$ cat config.mk
export PLATFORM = sky130hd
export DESIGN_NAME = tap_pulse_detector
export DESIGN_NICKNAME = d
export VERILOG_FILES = /design/src/logic/tap_pulse_pkg.sv /design/src/logic/step_tick_gen.sv /design/src/logic/tap_pulse_detector.sv
export VERILOG_INCLUDE_DIRS = /design/src /design/src/logic
export SDC_FILE = /design/constraint.sdc
export NUM_CORES = 1
export LEC_CHECK = 0
export BUFFER_PORTS_ARGS = -buffer_cell sky130_fd_sc_hd__buf_2
export CORE_ASPECT_RATIO = 0.6
export CORE_MARGIN = 1.5
export CORE_UTILIZATION = 56
export CTS_CLUSTER_DIAMETER = 60
export DETAILED_ROUTE_END_ITERATION = 16
export PLACE_DENSITY = 0.78
export SYNTH_ARGS = -nofsm -noshare
export SYNTH_HDL_FRONTEND = slang
export SYNTH_SLANG_ARGS = --single-unit
$ cat constraint.sdc
create_clock -name core_clk -period 2.7 [get_ports core_clk]
set_clock_uncertainty 0.05 [all_clocks]
set_input_delay 0.54 -clock core_clk [delete_from_list [all_inputs] [get_ports core_clk]]
set_output_delay 0.54 -clock core_clk [all_outputs]
set_load 0.02 [all_outputs]
$ cat src/logic/tap_pulse_defines.svh
// Register offsets, field positions, reset values and timing counts of the tap pulse detector
`ifndef TAP_PULSE_DEFINES_SVH
`define TAP_PULSE_DEFINES_SVH

// Register offsets on the register access port
`define OFS_PULSE_CONFIG      8'h2F
`define OFS_PULSE_SOURCE      8'h30
`define OFS_PULSE_THRESHOLD_X 8'h31
`define OFS_PULSE_THRESHOLD_Y 8'h32
`define OFS_PULSE_THRESHOLD_Z 8'h33
`define OFS_PULSE_TIME_LIMIT  8'h34
`define OFS_PULSE_LATENCY     8'h35
`define OFS_PULSE_WINDOW      8'h36

// Configuration register fields
`define CFG_DOUBLE_PULSE_ABORT  7
`define CFG_EVENT_LATCH_ENABLE  6
`define CFG_AXIS_ENABLE_MSB     5

// Source register fields
`define SRC_EVENT_ACTIVE 6
`define SRC_FLAGS_MSB    5

// Threshold field width
`define THRESHOLD_WIDTH 5

// Reset values
`define RST_PULSE_CONFIG     8'h00
`define RST_PULSE_SOURCE     7'h00
`define RST_PULSE_THRESHOLD  5'h00
`define RST_PULSE_TIME_LIMIT 8'h00
`define RST_PULSE_LATENCY    8'h00
`define RST_PULSE_WINDOW     8'h00

// Output data rate codes
`define RATE_400_HZ 3'h0
`define RATE_200_HZ 3'h1
`define RATE_100_HZ 3'h2

// Timing: the shortest step is 0.625 ms; all other steps are power-of-two multiples
`define CORE_CLK_PERIOD_NS 20
`define TIME_STEP_BASE_NS  625000
`define BASE_STEP_CYCLES   (`TIME_STEP_BASE_NS / `CORE_CLK_PERIOD_NS)

`endif

$ cat src/logic/tap_pulse_pkg.sv
// Types shared by the tap pulse detector modules
package tap_pulse_pkg;

    // Per-axis detection sequence, one-hot
    typedef enum logic [5:0] {
        ST_IDLE     = 6'h01,
        ST_FIRST    = 6'h02,
        ST_LATENCY  = 6'h04,
        ST_WINDOW   = 6'h08,
        ST_SECOND   = 6'h10,
        ST_WAIT_LOW = 6'h20
    } tap_state_t;

endpackage

$ cat src/logic/step_tick_gen.sv
// Step tick generator: base timing step and power-of-two multiples for time limit and latency
`timescale 1ns/1ps
`include "tap_pulse_defines.svh"

module step_tick_gen #(
    parameter int BASE_STEP_CYCLES = `BASE_STEP_CYCLES
) (
    // Clock and reset
    input  wire logic       core_clk,
    input  wire logic       reset_n,
    // Step multipliers as shift counts
    input  wire logic [2:0] tmlt_shift,
    input  wire logic [2:0] ltcy_shift,
    // One-cycle step enables
    output logic            tmlt_tick_r,
    output logic            ltcy_tick_r
);

    localparam int CW = $clog2(BASE_STEP_CYCLES + 1);

    logic [CW-1:0] base_cnt_r;     // Cycles within one base step
    logic [4:0]    pre_cnt_r;      // Base steps, wraps at 32
    logic          base_tick_w;    // Last cycle of a base step
    logic [4:0]    tmlt_mask_w;    // Low bits that must be zero for a time-limit step
    logic [4:0]    ltcy_mask_w;    // Low bits that must be zero for a latency step

    assign base_tick_w = (base_cnt_r == CW'(BASE_STEP_CYCLES - 1));
    assign tmlt_mask_w = 5'((6'h01 << tmlt_shift) - 6'h01);
    assign ltcy_mask_w = 5'((6'h01 << ltcy_shift) - 6'h01);

    // Free-running dividers; a changed rate takes effect at the next step boundary
    always_ff @(posedge core_clk or negedge reset_n) begin
        if (!reset_n) begin
            base_cnt_r  <= '0;
            pre_cnt_r   <= 5'h00;
            tmlt_tick_r <= 1'b0;
            ltcy_tick_r <= 1'b0;
        end else begin
            base_cnt_r  <= base_tick_w ? '0 : CW'(base_cnt_r + 1'b1);
            if (base_tick_w) begin
                pre_cnt_r <= 5'(pre_cnt_r + 5'h01);
            end
            tmlt_tick_r <= base_tick_w && ((pre_cnt_r & tmlt_mask_w) == 5'h00);
            ltcy_tick_r <= base_tick_w && ((pre_cnt_r & ltcy_mask_w) == 5'h00);
        end
    end

endmodule

$ cat src/logic/tap_pulse_detector.sv
// Tap pulse detector: per-axis single and double tap detection with register file
//
// Behaviour
// - Config bits 5..0 enable per-axis single/double
// - Bit 6 set latches flags in source
// - Reading source register clears latched flags
// - Abort bit clear: latency pulses never abort
// - Abort bit set: pulse inside latency suspends double
// - Source bit 6 event active, bits 5..0 flags
// - Flags appear only for enabled axis and type
// - Pulse interrupt drops on status register read
// - Per-axis 5-bit thresholds, upper bits read zero
// - Threshold counts fixed on 8g scale basis
// - Pulse starts when acceleration exceeds threshold
// - Valid pulse falls back within time limit
// - Normal time-limit step follows output rate
// - Low power doubles time-limit step
// - Longest time limit is step times 255
// - Latency after first pulse ignores all pulses
// - Normal latency step follows output rate
// - Low power latency step table applies
// - Second pulse must start inside window
// - Three-bit rate code selects output rate
`timescale 1ns/1ps
`include "tap_pulse_defines.svh"

module tap_pulse_detector
    import tap_pulse_pkg::*;
#(
    parameter int SAMPLE_WIDTH     = 12,
    parameter int BASE_STEP_CYCLES = `BASE_STEP_CYCLES
) (
    // Clock and reset
    input  wire logic                    core_clk,
    input  wire logic                    reset_n,
    // Register access port
    input  wire logic [7:0]              reg_addr,
    input  wire logic                    reg_write,
    input  wire logic [7:0]              reg_wdata,
    input  wire logic                    reg_read,
    output logic      [7:0]              reg_rdata_r,
    // Acceleration samples, two's complement in the selected full scale
    input  wire logic                    sample_valid,
    input  wire logic [SAMPLE_WIDTH-1:0] accel_x,
    input  wire logic [SAMPLE_WIDTH-1:0] accel_y,
    input  wire logic [SAMPLE_WIDTH-1:0] accel_z,
    // System mode
    input  wire logic [1:0]              full_scale,
    input  wire logic [2:0]              rate_select,
    input  wire logic                    low_power,
    // Interrupt status handshake
    input  wire logic                    status_read,
    output logic                         pulse_event_r
);

    // Magnitude of a sample rescaled to the 8g basis of the threshold field
    function automatic logic [SAMPLE_WIDTH-1:0] mag_counts(
        input logic [SAMPLE_WIDTH-1:0] smp,
        input logic [1:0]              fs
    );
        logic [SAMPLE_WIDTH-1:0] mag;
        mag = smp[SAMPLE_WIDTH-1] ? SAMPLE_WIDTH'(~smp + 1'b1) : smp;
        // One count is 2^(SAMPLE_WIDTH-6) codes at 8g; halve scale per range step
        unique case (fs)
            2'h3:    mag_counts = mag >> (SAMPLE_WIDTH - 6);
            2'h2:    mag_counts = mag >> (SAMPLE_WIDTH - 5);
            default: mag_counts = mag >> (SAMPLE_WIDTH - 4);
        endcase
    endfunction

    // Time-limit step as a power of two of the base step
    function automatic logic [2:0] tmlt_shift_of(input logic [2:0] rate, input logic lp);
        logic [2:0] s;
        unique case (rate)
            `RATE_400_HZ: s = 3'h0;
            `RATE_200_HZ: s = 3'h1;
            `RATE_100_HZ: s = 3'h2;
            default:      s = 3'h3;
        endcase
        tmlt_shift_of = 3'(s + {2'h0, lp});
    endfunction

    // Latency and window step as a power of two of the base step
    function automatic logic [2:0] ltcy_shift_of(input logic [2:0] rate, input logic lp);
        logic [2:0] s;
        unique case (rate)
            `RATE_400_HZ: s = lp ? 3'h2 : 3'h1;
            `RATE_200_HZ: s = lp ? 3'h3 : 3'h2;
            `RATE_100_HZ: s = lp ? 3'h5 : 3'h3;
            default:      s = lp ? 3'h5 : 3'h4;
        endcase
        ltcy_shift_of = s;
    endfunction

    // Register file
    logic [7:0] config_r;                     // Abort, latch enable, six axis enables
    logic [6:0] source_r;                     // Event active and six flags
    logic [6:0] source_nxt;
    logic [4:0] threshold_r [3];              // Per-axis thresholds, X Y Z
    logic [7:0] time_limit_r;                 // Pulse width limit in steps
    logic [7:0] latency_r;                    // Latency in steps
    logic [7:0] window_r;                     // Second pulse window in steps
    logic       pulse_event_nxt;

    // Register decode
    logic       wr_config_w;
    logic       wr_tmlt_w;
    logic       wr_ltcy_w;
    logic       wr_window_w;
    logic [2:0] wr_thr_w;
    logic       rd_source_w;
    logic [7:0] rd_mux_w;

    // Timing steps
    logic       tmlt_tick_w;
    logic       ltcy_tick_w;

    // Per-axis detection state
    tap_state_t st_r         [3];
    logic [7:0] cnt_r        [3];             // Step counter of the current phase
    logic       prev_above_r [3];             // Above threshold at the previous sample
    logic       lat_start_r  [3];             // A pulse started during latency
    logic       lat_abort_r  [3];             // That pulse also ended during latency
    logic       single_ev_r  [3];             // One-cycle single tap pulse
    logic       double_ev_r  [3];             // One-cycle double tap pulse
    logic       above_w      [3];
    logic       rise_w       [3];
    logic       fall_w       [3];
    logic [SAMPLE_WIDTH-1:0] accel_w [3];
    logic       ev_strobe_r;                  // Marks the cycle in which events are reported
    logic [5:0] ev_set_w;                     // Enabled events of this cycle
    logic       latch_en_w;
    logic       abort_en_w;

    assign latch_en_w = config_r[`CFG_EVENT_LATCH_ENABLE];
    assign abort_en_w = config_r[`CFG_DOUBLE_PULSE_ABORT];

    assign accel_w[0] = accel_x;
    assign accel_w[1] = accel_y;
    assign accel_w[2] = accel_z;

    // Write strobes per register
    assign wr_config_w = reg_write && (reg_addr == `OFS_PULSE_CONFIG);
    assign wr_tmlt_w   = reg_write && (reg_addr == `OFS_PULSE_TIME_LIMIT);
    assign wr_ltcy_w   = reg_write && (reg_addr == `OFS_PULSE_LATENCY);
    assign wr_window_w = reg_write && (reg_addr == `OFS_PULSE_WINDOW);
    assign wr_thr_w[0] = reg_write && (reg_addr == `OFS_PULSE_THRESHOLD_X);
    assign wr_thr_w[1] = reg_write && (reg_addr == `OFS_PULSE_THRESHOLD_Y);
    assign wr_thr_w[2] = reg_write && (reg_addr == `OFS_PULSE_THRESHOLD_Z);
    assign rd_source_w = reg_read && (reg_addr == `OFS_PULSE_SOURCE);

    // Read data selection; unmapped offsets read zero
    assign rd_mux_w =
        (reg_addr == `OFS_PULSE_CONFIG)      ? config_r                     :
        (reg_addr == `OFS_PULSE_SOURCE)      ? {1'b0, source_r}             :
        (reg_addr == `OFS_PULSE_THRESHOLD_X) ? {3'h0, threshold_r[0]}       :
        (reg_addr == `OFS_PULSE_THRESHOLD_Y) ? {3'h0, threshold_r[1]}       :
        (reg_addr == `OFS_PULSE_THRESHOLD_Z) ? {3'h0, threshold_r[2]}       :
        (reg_addr == `OFS_PULSE_TIME_LIMIT)  ? time_limit_r                 :
        (reg_addr == `OFS_PULSE_LATENCY)     ? latency_r                    :
        (reg_addr == `OFS_PULSE_WINDOW)      ? window_r                     :
                                               8'h00;

    // Writable registers
    always_ff @(posedge core_clk or negedge reset_n) begin
        if (!reset_n) begin
            config_r     <= `RST_PULSE_CONFIG;
            time_limit_r <= `RST_PULSE_TIME_LIMIT;
            latency_r    <= `RST_PULSE_LATENCY;
            window_r     <= `RST_PULSE_WINDOW;
        end else begin
            if (wr_config_w) begin
                config_r <= reg_wdata;
            end
            if (wr_tmlt_w) begin
                time_limit_r <= reg_wdata;
            end
            if (wr_ltcy_w) begin
                latency_r <= reg_wdata;
            end
            if (wr_window_w) begin
                window_r <= reg_wdata;
            end
        end
    end

    // Threshold registers keep only the low five bits
    for (genvar t = 0; t < 3; t++) begin : g_thr
        always_ff @(posedge core_clk or negedge reset_n) begin
            if (!reset_n) begin
                threshold_r[t] <= `RST_PULSE_THRESHOLD;
            end else if (wr_thr_w[t]) begin
                threshold_r[t] <= reg_wdata[`THRESHOLD_WIDTH-1:0];
            end
        end
    end

    // Read data is registered and holds until the next read
    always_ff @(posedge core_clk or negedge reset_n) begin
        if (!reset_n) begin
            reg_rdata_r <= 8'h00;
        end else if (reg_read) begin
            reg_rdata_r <= rd_mux_w;
        end
    end

    // Step enables derived from the base step for the current rate and power mode
    step_tick_gen #(
        .BASE_STEP_CYCLES (BASE_STEP_CYCLES)
    ) i_step_tick_gen (
        .core_clk    (core_clk),
        .reset_n     (reset_n),
        .tmlt_shift  (tmlt_shift_of(rate_select, low_power)),
        .ltcy_shift  (ltcy_shift_of(rate_select, low_power)),
        .tmlt_tick_r (tmlt_tick_w),
        .ltcy_tick_r (ltcy_tick_w)
    );

    // Per-axis detection
    for (genvar a = 0; a < 3; a++) begin : g_axis
        logic sgl_en_w;
        logic dbl_en_w;

        assign sgl_en_w  = config_r[2*a];
        assign dbl_en_w  = config_r[2*a+1];
        // Strictly above the programmed count starts a pulse
        assign above_w[a] = mag_counts(accel_w[a], full_scale) > SAMPLE_WIDTH'(threshold_r[a]);
        assign rise_w[a]  = sample_valid && above_w[a] && !prev_above_r[a];
        assign fall_w[a]  = sample_valid && !above_w[a];

        // Sequence: first pulse, latency, window, second pulse
        always_ff @(posedge core_clk or negedge reset_n) begin
            if (!reset_n) begin
                st_r[a]         <= ST_IDLE;
                cnt_r[a]        <= 8'h00;
                prev_above_r[a] <= 1'b0;
                lat_start_r[a]  <= 1'b0;
                lat_abort_r[a]  <= 1'b0;
                single_ev_r[a]  <= 1'b0;
                double_ev_r[a]  <= 1'b0;
            end else begin
                single_ev_r[a] <= 1'b0;
                double_ev_r[a] <= 1'b0;
                if (sample_valid) begin
                    prev_above_r[a] <= above_w[a];
                end
                unique case (st_r[a])
                    ST_IDLE: begin
                        // Disabled axes never start a sequence
                        if (rise_w[a] && (sgl_en_w || dbl_en_w)) begin
                            st_r[a]  <= ST_FIRST;
                            cnt_r[a] <= 8'h00;
                        end
                    end
                    ST_FIRST: begin
                        if (fall_w[a]) begin
                            // Fell back within the limit: first pulse is valid
                            single_ev_r[a] <= sgl_en_w;
                            st_r[a]        <= ST_LATENCY;
                            cnt_r[a]       <= 8'h00;
                            lat_start_r[a] <= 1'b0;
                            lat_abort_r[a] <= 1'b0;
                        end else if (tmlt_tick_w) begin
                            // Limit of 255 steps at most, counted in time-limit steps
                            if (cnt_r[a] == time_limit_r) begin
                                st_r[a] <= ST_WAIT_LOW;
                            end else begin
                                cnt_r[a] <= 8'(cnt_r[a] + 8'h01);
                            end
                        end
                    end
                    ST_LATENCY: begin
                        // Pulses here are ignored; they are only watched for the abort option
                        if (rise_w[a]) begin
                            lat_start_r[a] <= 1'b1;
                        end
                        if (fall_w[a] && lat_start_r[a]) begin
                            lat_abort_r[a] <= 1'b1;
                        end
                        if (ltcy_tick_w || (latency_r == 8'h00)) begin
                            if (cnt_r[a] == latency_r) begin
                                cnt_r[a] <= 8'h00;
                                // Abort only when set; otherwise the window opens whenever double tap is enabled
                                if (!dbl_en_w || (abort_en_w && lat_abort_r[a])) begin
                                    st_r[a] <= ST_IDLE;
                                end else begin
                                    st_r[a] <= ST_WINDOW;
                                end
                            end else begin
                                cnt_r[a] <= 8'(cnt_r[a] + 8'h01);
                            end
                        end
                    end
                    ST_WINDOW: begin
                        if (rise_w[a]) begin
                            st_r[a]  <= ST_SECOND;
                            cnt_r[a] <= 8'h00;
                        end else if (ltcy_tick_w) begin
                            if (cnt_r[a] == window_r) begin
                                st_r[a] <= ST_IDLE;
                            end else begin
                                cnt_r[a] <= 8'(cnt_r[a] + 8'h01);
                            end
                        end
                    end
                    ST_SECOND: begin
                        // The second pulse may end after the window closes
                        if (fall_w[a]) begin
                            double_ev_r[a] <= dbl_en_w;
                            st_r[a]        <= ST_IDLE;
                        end else if (tmlt_tick_w) begin
                            if (cnt_r[a] == time_limit_r) begin
                                st_r[a] <= ST_WAIT_LOW;
                            end else begin
                                cnt_r[a] <= 8'(cnt_r[a] + 8'h01);
                            end
                        end
                    end
                    ST_WAIT_LOW: begin
                        // Too-long pulse: wait for the level to drop before re-arming
                        if (fall_w[a]) begin
                            st_r[a] <= ST_IDLE;
                        end
                    end
                    default: begin
                        st_r[a] <= ST_IDLE;
                    end
                endcase
            end
        end

        assign ev_set_w[2*a]   = single_ev_r[a];
        assign ev_set_w[2*a+1] = double_ev_r[a];
    end

    // Source register: latched flags accumulate until read, set beats a clearing read;
    // unlatched flags show the events of the latest evaluated sample only
    always_comb begin
        logic [5:0] flags;
        flags = source_r[`SRC_FLAGS_MSB:0];
        if (latch_en_w) begin
            flags = (rd_source_w ? 6'h00 : flags) | ev_set_w;
        end else if (ev_strobe_r) begin
            flags = ev_set_w;
        end else if (rd_source_w) begin
            flags = 6'h00;
        end
        source_nxt = {|flags, flags};
    end

    // Pulse interrupt level: any enabled event sets it, a status read drops it
    assign pulse_event_nxt = (status_read ? 1'b0 : pulse_event_r) | (|ev_set_w);

    // Event bookkeeping
    always_ff @(posedge core_clk or negedge reset_n) begin
        if (!reset_n) begin
            source_r      <= `RST_PULSE_SOURCE;
            pulse_event_r <= 1'b0;
            ev_strobe_r   <= 1'b0;
        end else begin
            source_r      <= source_nxt;
            pulse_event_r <= pulse_event_nxt;
            ev_strobe_r   <= sample_valid;
        end
    end

endmodule

# ---- Word level (Yosys, flattened, before mapping)
# Index checks and enable logic that the tools add are counted.
# W data, S select, Z words.
dict set report totals {
  ff_bits 143
  output_inout_bits 9
  wordCells 324
}
dict set report classes {
  n_addsub 11
  order_cmp 3
  n_eq_ne 73
  shift 2
  muxes 124
  bitwise 7
  n_reduce_logical 68
}
# op count
set ops {}
lappend ops {{$mux W8} 38}
lappend ops {{$mux W6} 36}
lappend ops {{$pmux W8 S5} 3}
lappend ops {{$pmux W6 S6} 3}
lappend ops {{$eq A8 B8 Y1} 9}
lappend ops {{$eq A8 B6 Y1 const B} 8}
lappend ops {{$ne A2 B2 Y1 const B} 24}
lappend ops {{$add A12 B1 Y12 const B} 3}
lappend ops {{$gt A12 B5 Y1} 3}
lappend ops {{$mux W12} 3}
lappend ops {{$not A12 Y12} 3}
lappend ops {{$pmux W6 S2} 3}
lappend ops {{$reduce_and A6 Y1} 6}
lappend ops {{$logic_and A1 B1 Y1} 28}
lappend ops {{$add A8 B1 Y8 const B} 3}
lappend ops {{$mux W1} 24}
lappend ops {{$eq A6 B1 Y1 const B} 3}
lappend ops {{$eq A6 B2 Y1 const B} 3}
lappend ops {{$eq A6 B3 Y1 const B} 3}
lappend ops {{$eq A6 B4 Y1 const B} 3}
lappend ops {{$eq A6 B5 Y1 const B} 3}
lappend ops {{$eq A6 B6 Y1 const B} 3}
lappend ops {{$ne A3 B3 Y1 const B} 6}
lappend ops {{$reduce_and A3 Y1} 6}
lappend ops {{other kinds (28)} 61}

# ---- Logic depth before layout (Yosys ltp)
dict set report logic_depth {
  ltp_word 10
  depth_mapped 18
  mapped_depth_nobuf 17
}

# ---- Modules after synthesis
# From an unflattened synthesis, not the netlist that was laid out.
dict set report unflattened {
  hier_cells 1114
  hier_area_um2 9863.2
}
# module n_inst cells_each area_per_inst_um2 seq_area_each_um2
set by_module_without_submodules {}
lappend by_module_without_submodules {tap_pulse_detector 1 1019 8792.2 3031.7}
lappend by_module_without_submodules {step_tick_gen 1 95 1071.0 550.5}

# ---- Worst setup path after synthesis
# No wires, ideal clock.
dict set report synth_timing {
  kind {in2reg}
  start {input port accel_z[5]}
  end {register cnt_r[3] in the netlist's numbering}
  setup_time_ns 0.101
  arrival_time_ns 4.114
  t_required_ns 2.549
  slack_ns -1.565
  cell_stages 18
  n_path_buf 1
  path_cell_list {nor4_4 -> nand3b_2 -> nor3_1 -> nand2b_1 -> mux2i_1 -> mux2i_1 -> o21ai_0 -> o31ai_1 -> ha_1 -> and4_1 -> a21oi_1 -> o31ai_2 -> and3_4 -> buf_6 -> a211o_1 -> a2111o_1 -> o21bai_4 -> o311ai_2}
}
dict set report synth_between {
  elab_chain_cells 10
  elab_cells_between_ends 18
  cone_classes {add/sub: 1; order compare: 1; eq/ne: 4; mux: 5; bitwise: 1; reduce/logical: 6}
}
# element line
set synth_rtl {}
lappend synth_rtl {{from (decl)} tap_pulse_detector.sv:46} ;# input wire logic [SAMPLE_WIDTH-1:0] accel_z,
lappend synth_rtl {{$not A12 Y12 (*)} tap_pulse_detector.sv:62} ;# mag = smp[SAMPLE_WIDTH-1] ? SAMPLE_WIDTH'(~smp + 1'b1) : smp;
lappend synth_rtl {{$add A12 B1 Y12 (*)} tap_pulse_detector.sv:62}
lappend synth_rtl {{$mux W12 (*)} tap_pulse_detector.sv:62}
lappend synth_rtl {{$pmux W6 S2 (*)} tap_pulse_detector.sv:64} ;# unique case (fs)
lappend synth_rtl {{$gt A12 B5 Y1 (*)} tap_pulse_detector.sv:227} ;# assign above_w[a] = mag_counts(accel_w[a], full_scale) > SAMPLE_WIDTH'(threshold_r[a]);
lappend synth_rtl {{$logic_and A1 B1 Y1 (2 in a row)} tap_pulse_detector.sv:228} ;# assign rise_w[a] = sample_valid && above_w[a] && !prev_above_r[a];
lappend synth_rtl {{$logic_and A1 B1 Y1} tap_pulse_detector.sv:250} ;# if (rise_w[a] && (sgl_en_w || dbl_en_w)) begin
lappend synth_rtl {{$ne A2 B2 Y1 (no source line)} -}
lappend synth_rtl {{$reduce_and A6 Y1 (no source line)} -}
lappend synth_rtl {{to (signal, indexed assignment)} tap_pulse_detector.sv:268} ;# cnt_r[a] <= 8'(cnt_r[a] + 8'h01);
lappend synth_rtl {{to (signal, indexed assignment)} tap_pulse_detector.sv:290} ;# cnt_r[a] <= 8'(cnt_r[a] + 8'h01);
lappend synth_rtl {{to (signal, indexed assignment)} tap_pulse_detector.sv:302} ;# cnt_r[a] <= 8'(cnt_r[a] + 8'h01);
lappend synth_rtl {{to (decl)} tap_pulse_detector.sv:120} ;# logic [7:0] cnt_r [3];
# Every way passes the cells marked *; elsewhere a longest branch is shown, timed or not.
# A chain may end at the register's enable or synchronous reset.

# ---- Worst setup path after layout
dict set report layout_timing {
  start {input port accel_z[5]}
  end {register cnt_r[1] in the netlist's numbering}
}
# The elaborated chain is that of the path after synthesis.

==> metrics <==
outcome=complete, but fails checks; violated checks=hold timing, setup timing; Fin Hold WS=-0.004557 ns; initial antenna violation count=0; Synth area leaders=dfrtp_1 35%, mux2_2 5.8%, xnor2_1 5.0%; HP Class=input port to asynchronous set/reset pin; Final Critical Period=3.825 ns; crit start category=input port; hold-fix buffers at CTS=0; GR Util All Layers=a little over a third; Crit path required time=3.00 ns; DRC=0; period utilization=141.7%; top-area cell type share of the netlist area=34.66%; Mapped Avg Cell Area=8.821 µm²; Worst-Skew Late Latency=0.43 ns; Top FF cell, synth=dfrtp_1; Die W=between 150 and 200 µm; max_cap viols=0; sequential area share after synthesis=35.44%; most frequent cell after synthesis=dfrtp_1; non-filler cells, final=approximately 1.6k; CP max-delay cell=a2111o_1; drt pass-1 iters=5; post-route ant nets=0; fraction of layout cells with a size suffix above 1=about 35%; synth cell count leaders=140 x dfrtp_1, 111 x nand2_1, 111 x nor2_1; final core occ=75.43%; CP bufs+invs=2; CTS tree=yes; Yosys warnings=0; final hold violations=3; gp weighted congestion=0.9689; number of synthesized flops with an enable pin=0; DRT iter0 DRCs=1,159; Crit path largest cell delay=0.39 ns; total core area=17,410 µm²; Vias=9,991; Synth Cell Area=10,110 µm²; fin nets=1,419; placement row count=37; Total Power=7.350 mW; CP max FO=8; P per Cell Area=559.8 nW/µm²; Ports=73; Finish-stage setup viols=57; hpwl dp=approximately 23,000 µm; Root Buffer=clkbuf_16; Post-Syn Nets=1,235; Via density=6.331; cell taking the most area after synthesis=dfrtp_1; clock sinks=~140; Max Clock Freq=between 200 and 300 MHz; Starting Density=58.07%; final setup margin=-1.125 ns; slew margin rel.=between 40 and 50%; setup TNS=-41.57 ns; Slew Viols, Final=0; grt ovf=0; RSZ-0062 raised after global routing=true; Longest Clk Path Bufs=2; final wirelength=33,200 µm; Clock transition at path regs=0.07 ns; VDD IR max=0.4585 mV; vias in the first global route=roughly 9.4k; Yosys cell types=95; Synth async-reset ratio=100.0%; leakage power=6.008 nW; critical-path cell list=buf_6, nor4_4, nand3b_4, nor3_4, nand2b_1, mux2i_1, mux2i_1, o21ai_1, o31ai_1, ha_1, and4_1, a21oi_2, o31ai_4, and3_4, a211o_1, a2111o_1, o21bai_4, buf_6, o22ai_2; wire length per cell=21.04 µm; CP endpoint kind=register; Layout area overhead=29.89%; Port Buf Inserts=72; CP Class=input port to register; first-pass GRT wire length=51,700 µm; Synth Register Bits=143; delay-heaviest family, CP=compound AO/OA/AOI/OAI gates; Least-Margin Pin Slew=between 0.8 and 0.9 ns; dpl cells=1,520; Die Area=18,890 µm²; Die Y=around 110 µm; Num CTS Buffers=17; arrival time of the worst setup path=4.13 ns; pin count of the biggest net entering global routing=55; H-tree depth=4; Syn Inst Count=~1.1k
-- worst reg2reg max path: cells and delay by family, from the launching register on --
kind | cells | cell delay, ns
adder cells (fa/ha/maj) | 1 | 0.30
AO/OA/AOI/OAI | 6 | 1.35
AND/OR/NAND/NOR | 2 | 0.39
flip-flops | 1 | 0.39
buffers and inverters | 2 | 0.22
-- placed cells by master (no fill, tap or decap), types with 7 or more instances in the layout --
cell type  netlist  layout
dfrtp_1        140     140
clkbuf_16        0      17
mux2i_1         18      18
nor2b_1         17      15
nand3_1         40      40
nor2_4           1       7
buf_6            2      31
o21ai_1          7      10
a211oi_1        12       9
xnor2_1         58      58
nor4_1          13      12
nand2_1        111      94
o21ai_0         58      47
a21oi_1         67      50
nor3_2           1      10
inv_6            0       8
nor3_1          37      20
a31oi_1         13      10
nand2_2          0      15
xor2_1          45      45
ha_1            25      24
mux2_2          52      51
buf_4            1     123
nor3b_1          7       7
inv_1           41      41
nand2b_1        16      15
a221oi_1         9       8
nor3_4           0       8
nor2_1         111     100
nand4_1         21      21
and3_1          13      10
a21oi_2          0      15
buf_2            3      65
-- path summary, 6_finish.rpt --
| check | start | to | slack, ns | cells past startpoint |
|---|---|---|---|---|
| setup / recovery | accel_z[5] | cnt_r[1]$_DFFE_PN0P_ | -1.12 | 19 |
| hold / removal | reset_n | st_r[7]$_DFFE_PN0P_ | -0.005 | 1 |
| setup reg to reg | threshold_r[2]$_DFFE_PN0P_ | cnt_r[1]$_DFFE_PN0P_ | -0.09 | 11 |
| hold reg to reg | i_step_tick_gen.base_cnt_r[10]$_DFF_PN0_ | i_step_tick_gen.base_cnt_r[10]$_DFF_PN0_ | 0.44 | 1 |
| max in group asynchronous | reset_n | st_r[0]$_DFFE_PN1P_ | 1.90 | 2 |
| min in group core_clk | status_read | pulse_event_r$_DFF_PN0_ | 0.29 | 2 |
-- final cells by class --
class	instances	area (µm²)
multi-input combinational	901	6779
fill	1170	4277
sequential	143	3582
timing repair buffer	226	1733
clock buffer	17	425.4
tap	234	292.8
clock inverter	15	161.4
inverter	41	153.9
antenna	1	2.502
-- state kept, by name, indices dropped and copies added, names as in the netlist, 3 cells and up --
name / cells
lat_abort_r: 3
prev_above_r: 3
latency_r: 8
i_step_tick_gen.base_cnt_r: 15
source_r: 7
cnt_r: 24
time_limit_r: 8
i_step_tick_gen.pre_cnt_r: 5
config_r: 8
ev_set_w: 3
reg_rdata_r: 8
threshold_r: 15
window_r: 8
lat_start_r: 3
st_r: 18
double_ev_r: 3
-- layer usage --
metal | up-vias | GRT usage, % | share of wire, %
li1 | 4495 | - | -
met5 | - | 0 | 0
met2 | 643 | 50.56 | 42
met3 | 65 | 9.894 | 13
met4 | 0 | 9.806 | 2.1
met1 | 4788 | 52.00 | 43
-- kinds of logic (layout without fill, tap and decap cells) --
kind of cell,Yosys count,after routing,synth area share (%)
and+or+nand+nor,444,444,22.55
AOI/OAI and AO/OA,258,258,17.34
DFF,143,143,35.44
xor gates and xnor gates,103,103,8.924
buffers and inverters,102,299,5.038
muxes,70,70,7.575
adders and majority gates,25,25,3.094
other,1,2,0.03710
-- per-stage QoR --
step / hold slack (ns) / cell area (µm²) / setup WS, ns
floorplan: 0.1944 / 10360 / -1.367
global route: 0.03271 / 13130 / -1.346
global placement: 0.4273 / 11690 / -1.414
CTS: 0.01560 / 12770 / -1.035
detailed placement: 0.4316 / 11690 / -1.541
finish: -0.004557 / 13130 / -1.125
-- power breakdown --
part | internal, mW | switching [mW] | total (mW)
clock network | 1.32 | 1.09 | 2.41
registers | 2.26 | 0.156 | 2.42
logic | 1.18 | 1.35 | 2.52
total | 4.76 | 2.59 | 7.35
-- what timing repair did --
| item | CTS | global route |
|---|---|---|
| gates resized for setup | 82 | 66 |
| pin swaps | 37 | 36 |
| setup buffers | 17 | 15 |
| setup endpoints to repair | 57 | 57 |
No activity file was read; power rests on OpenSTA's default activity.
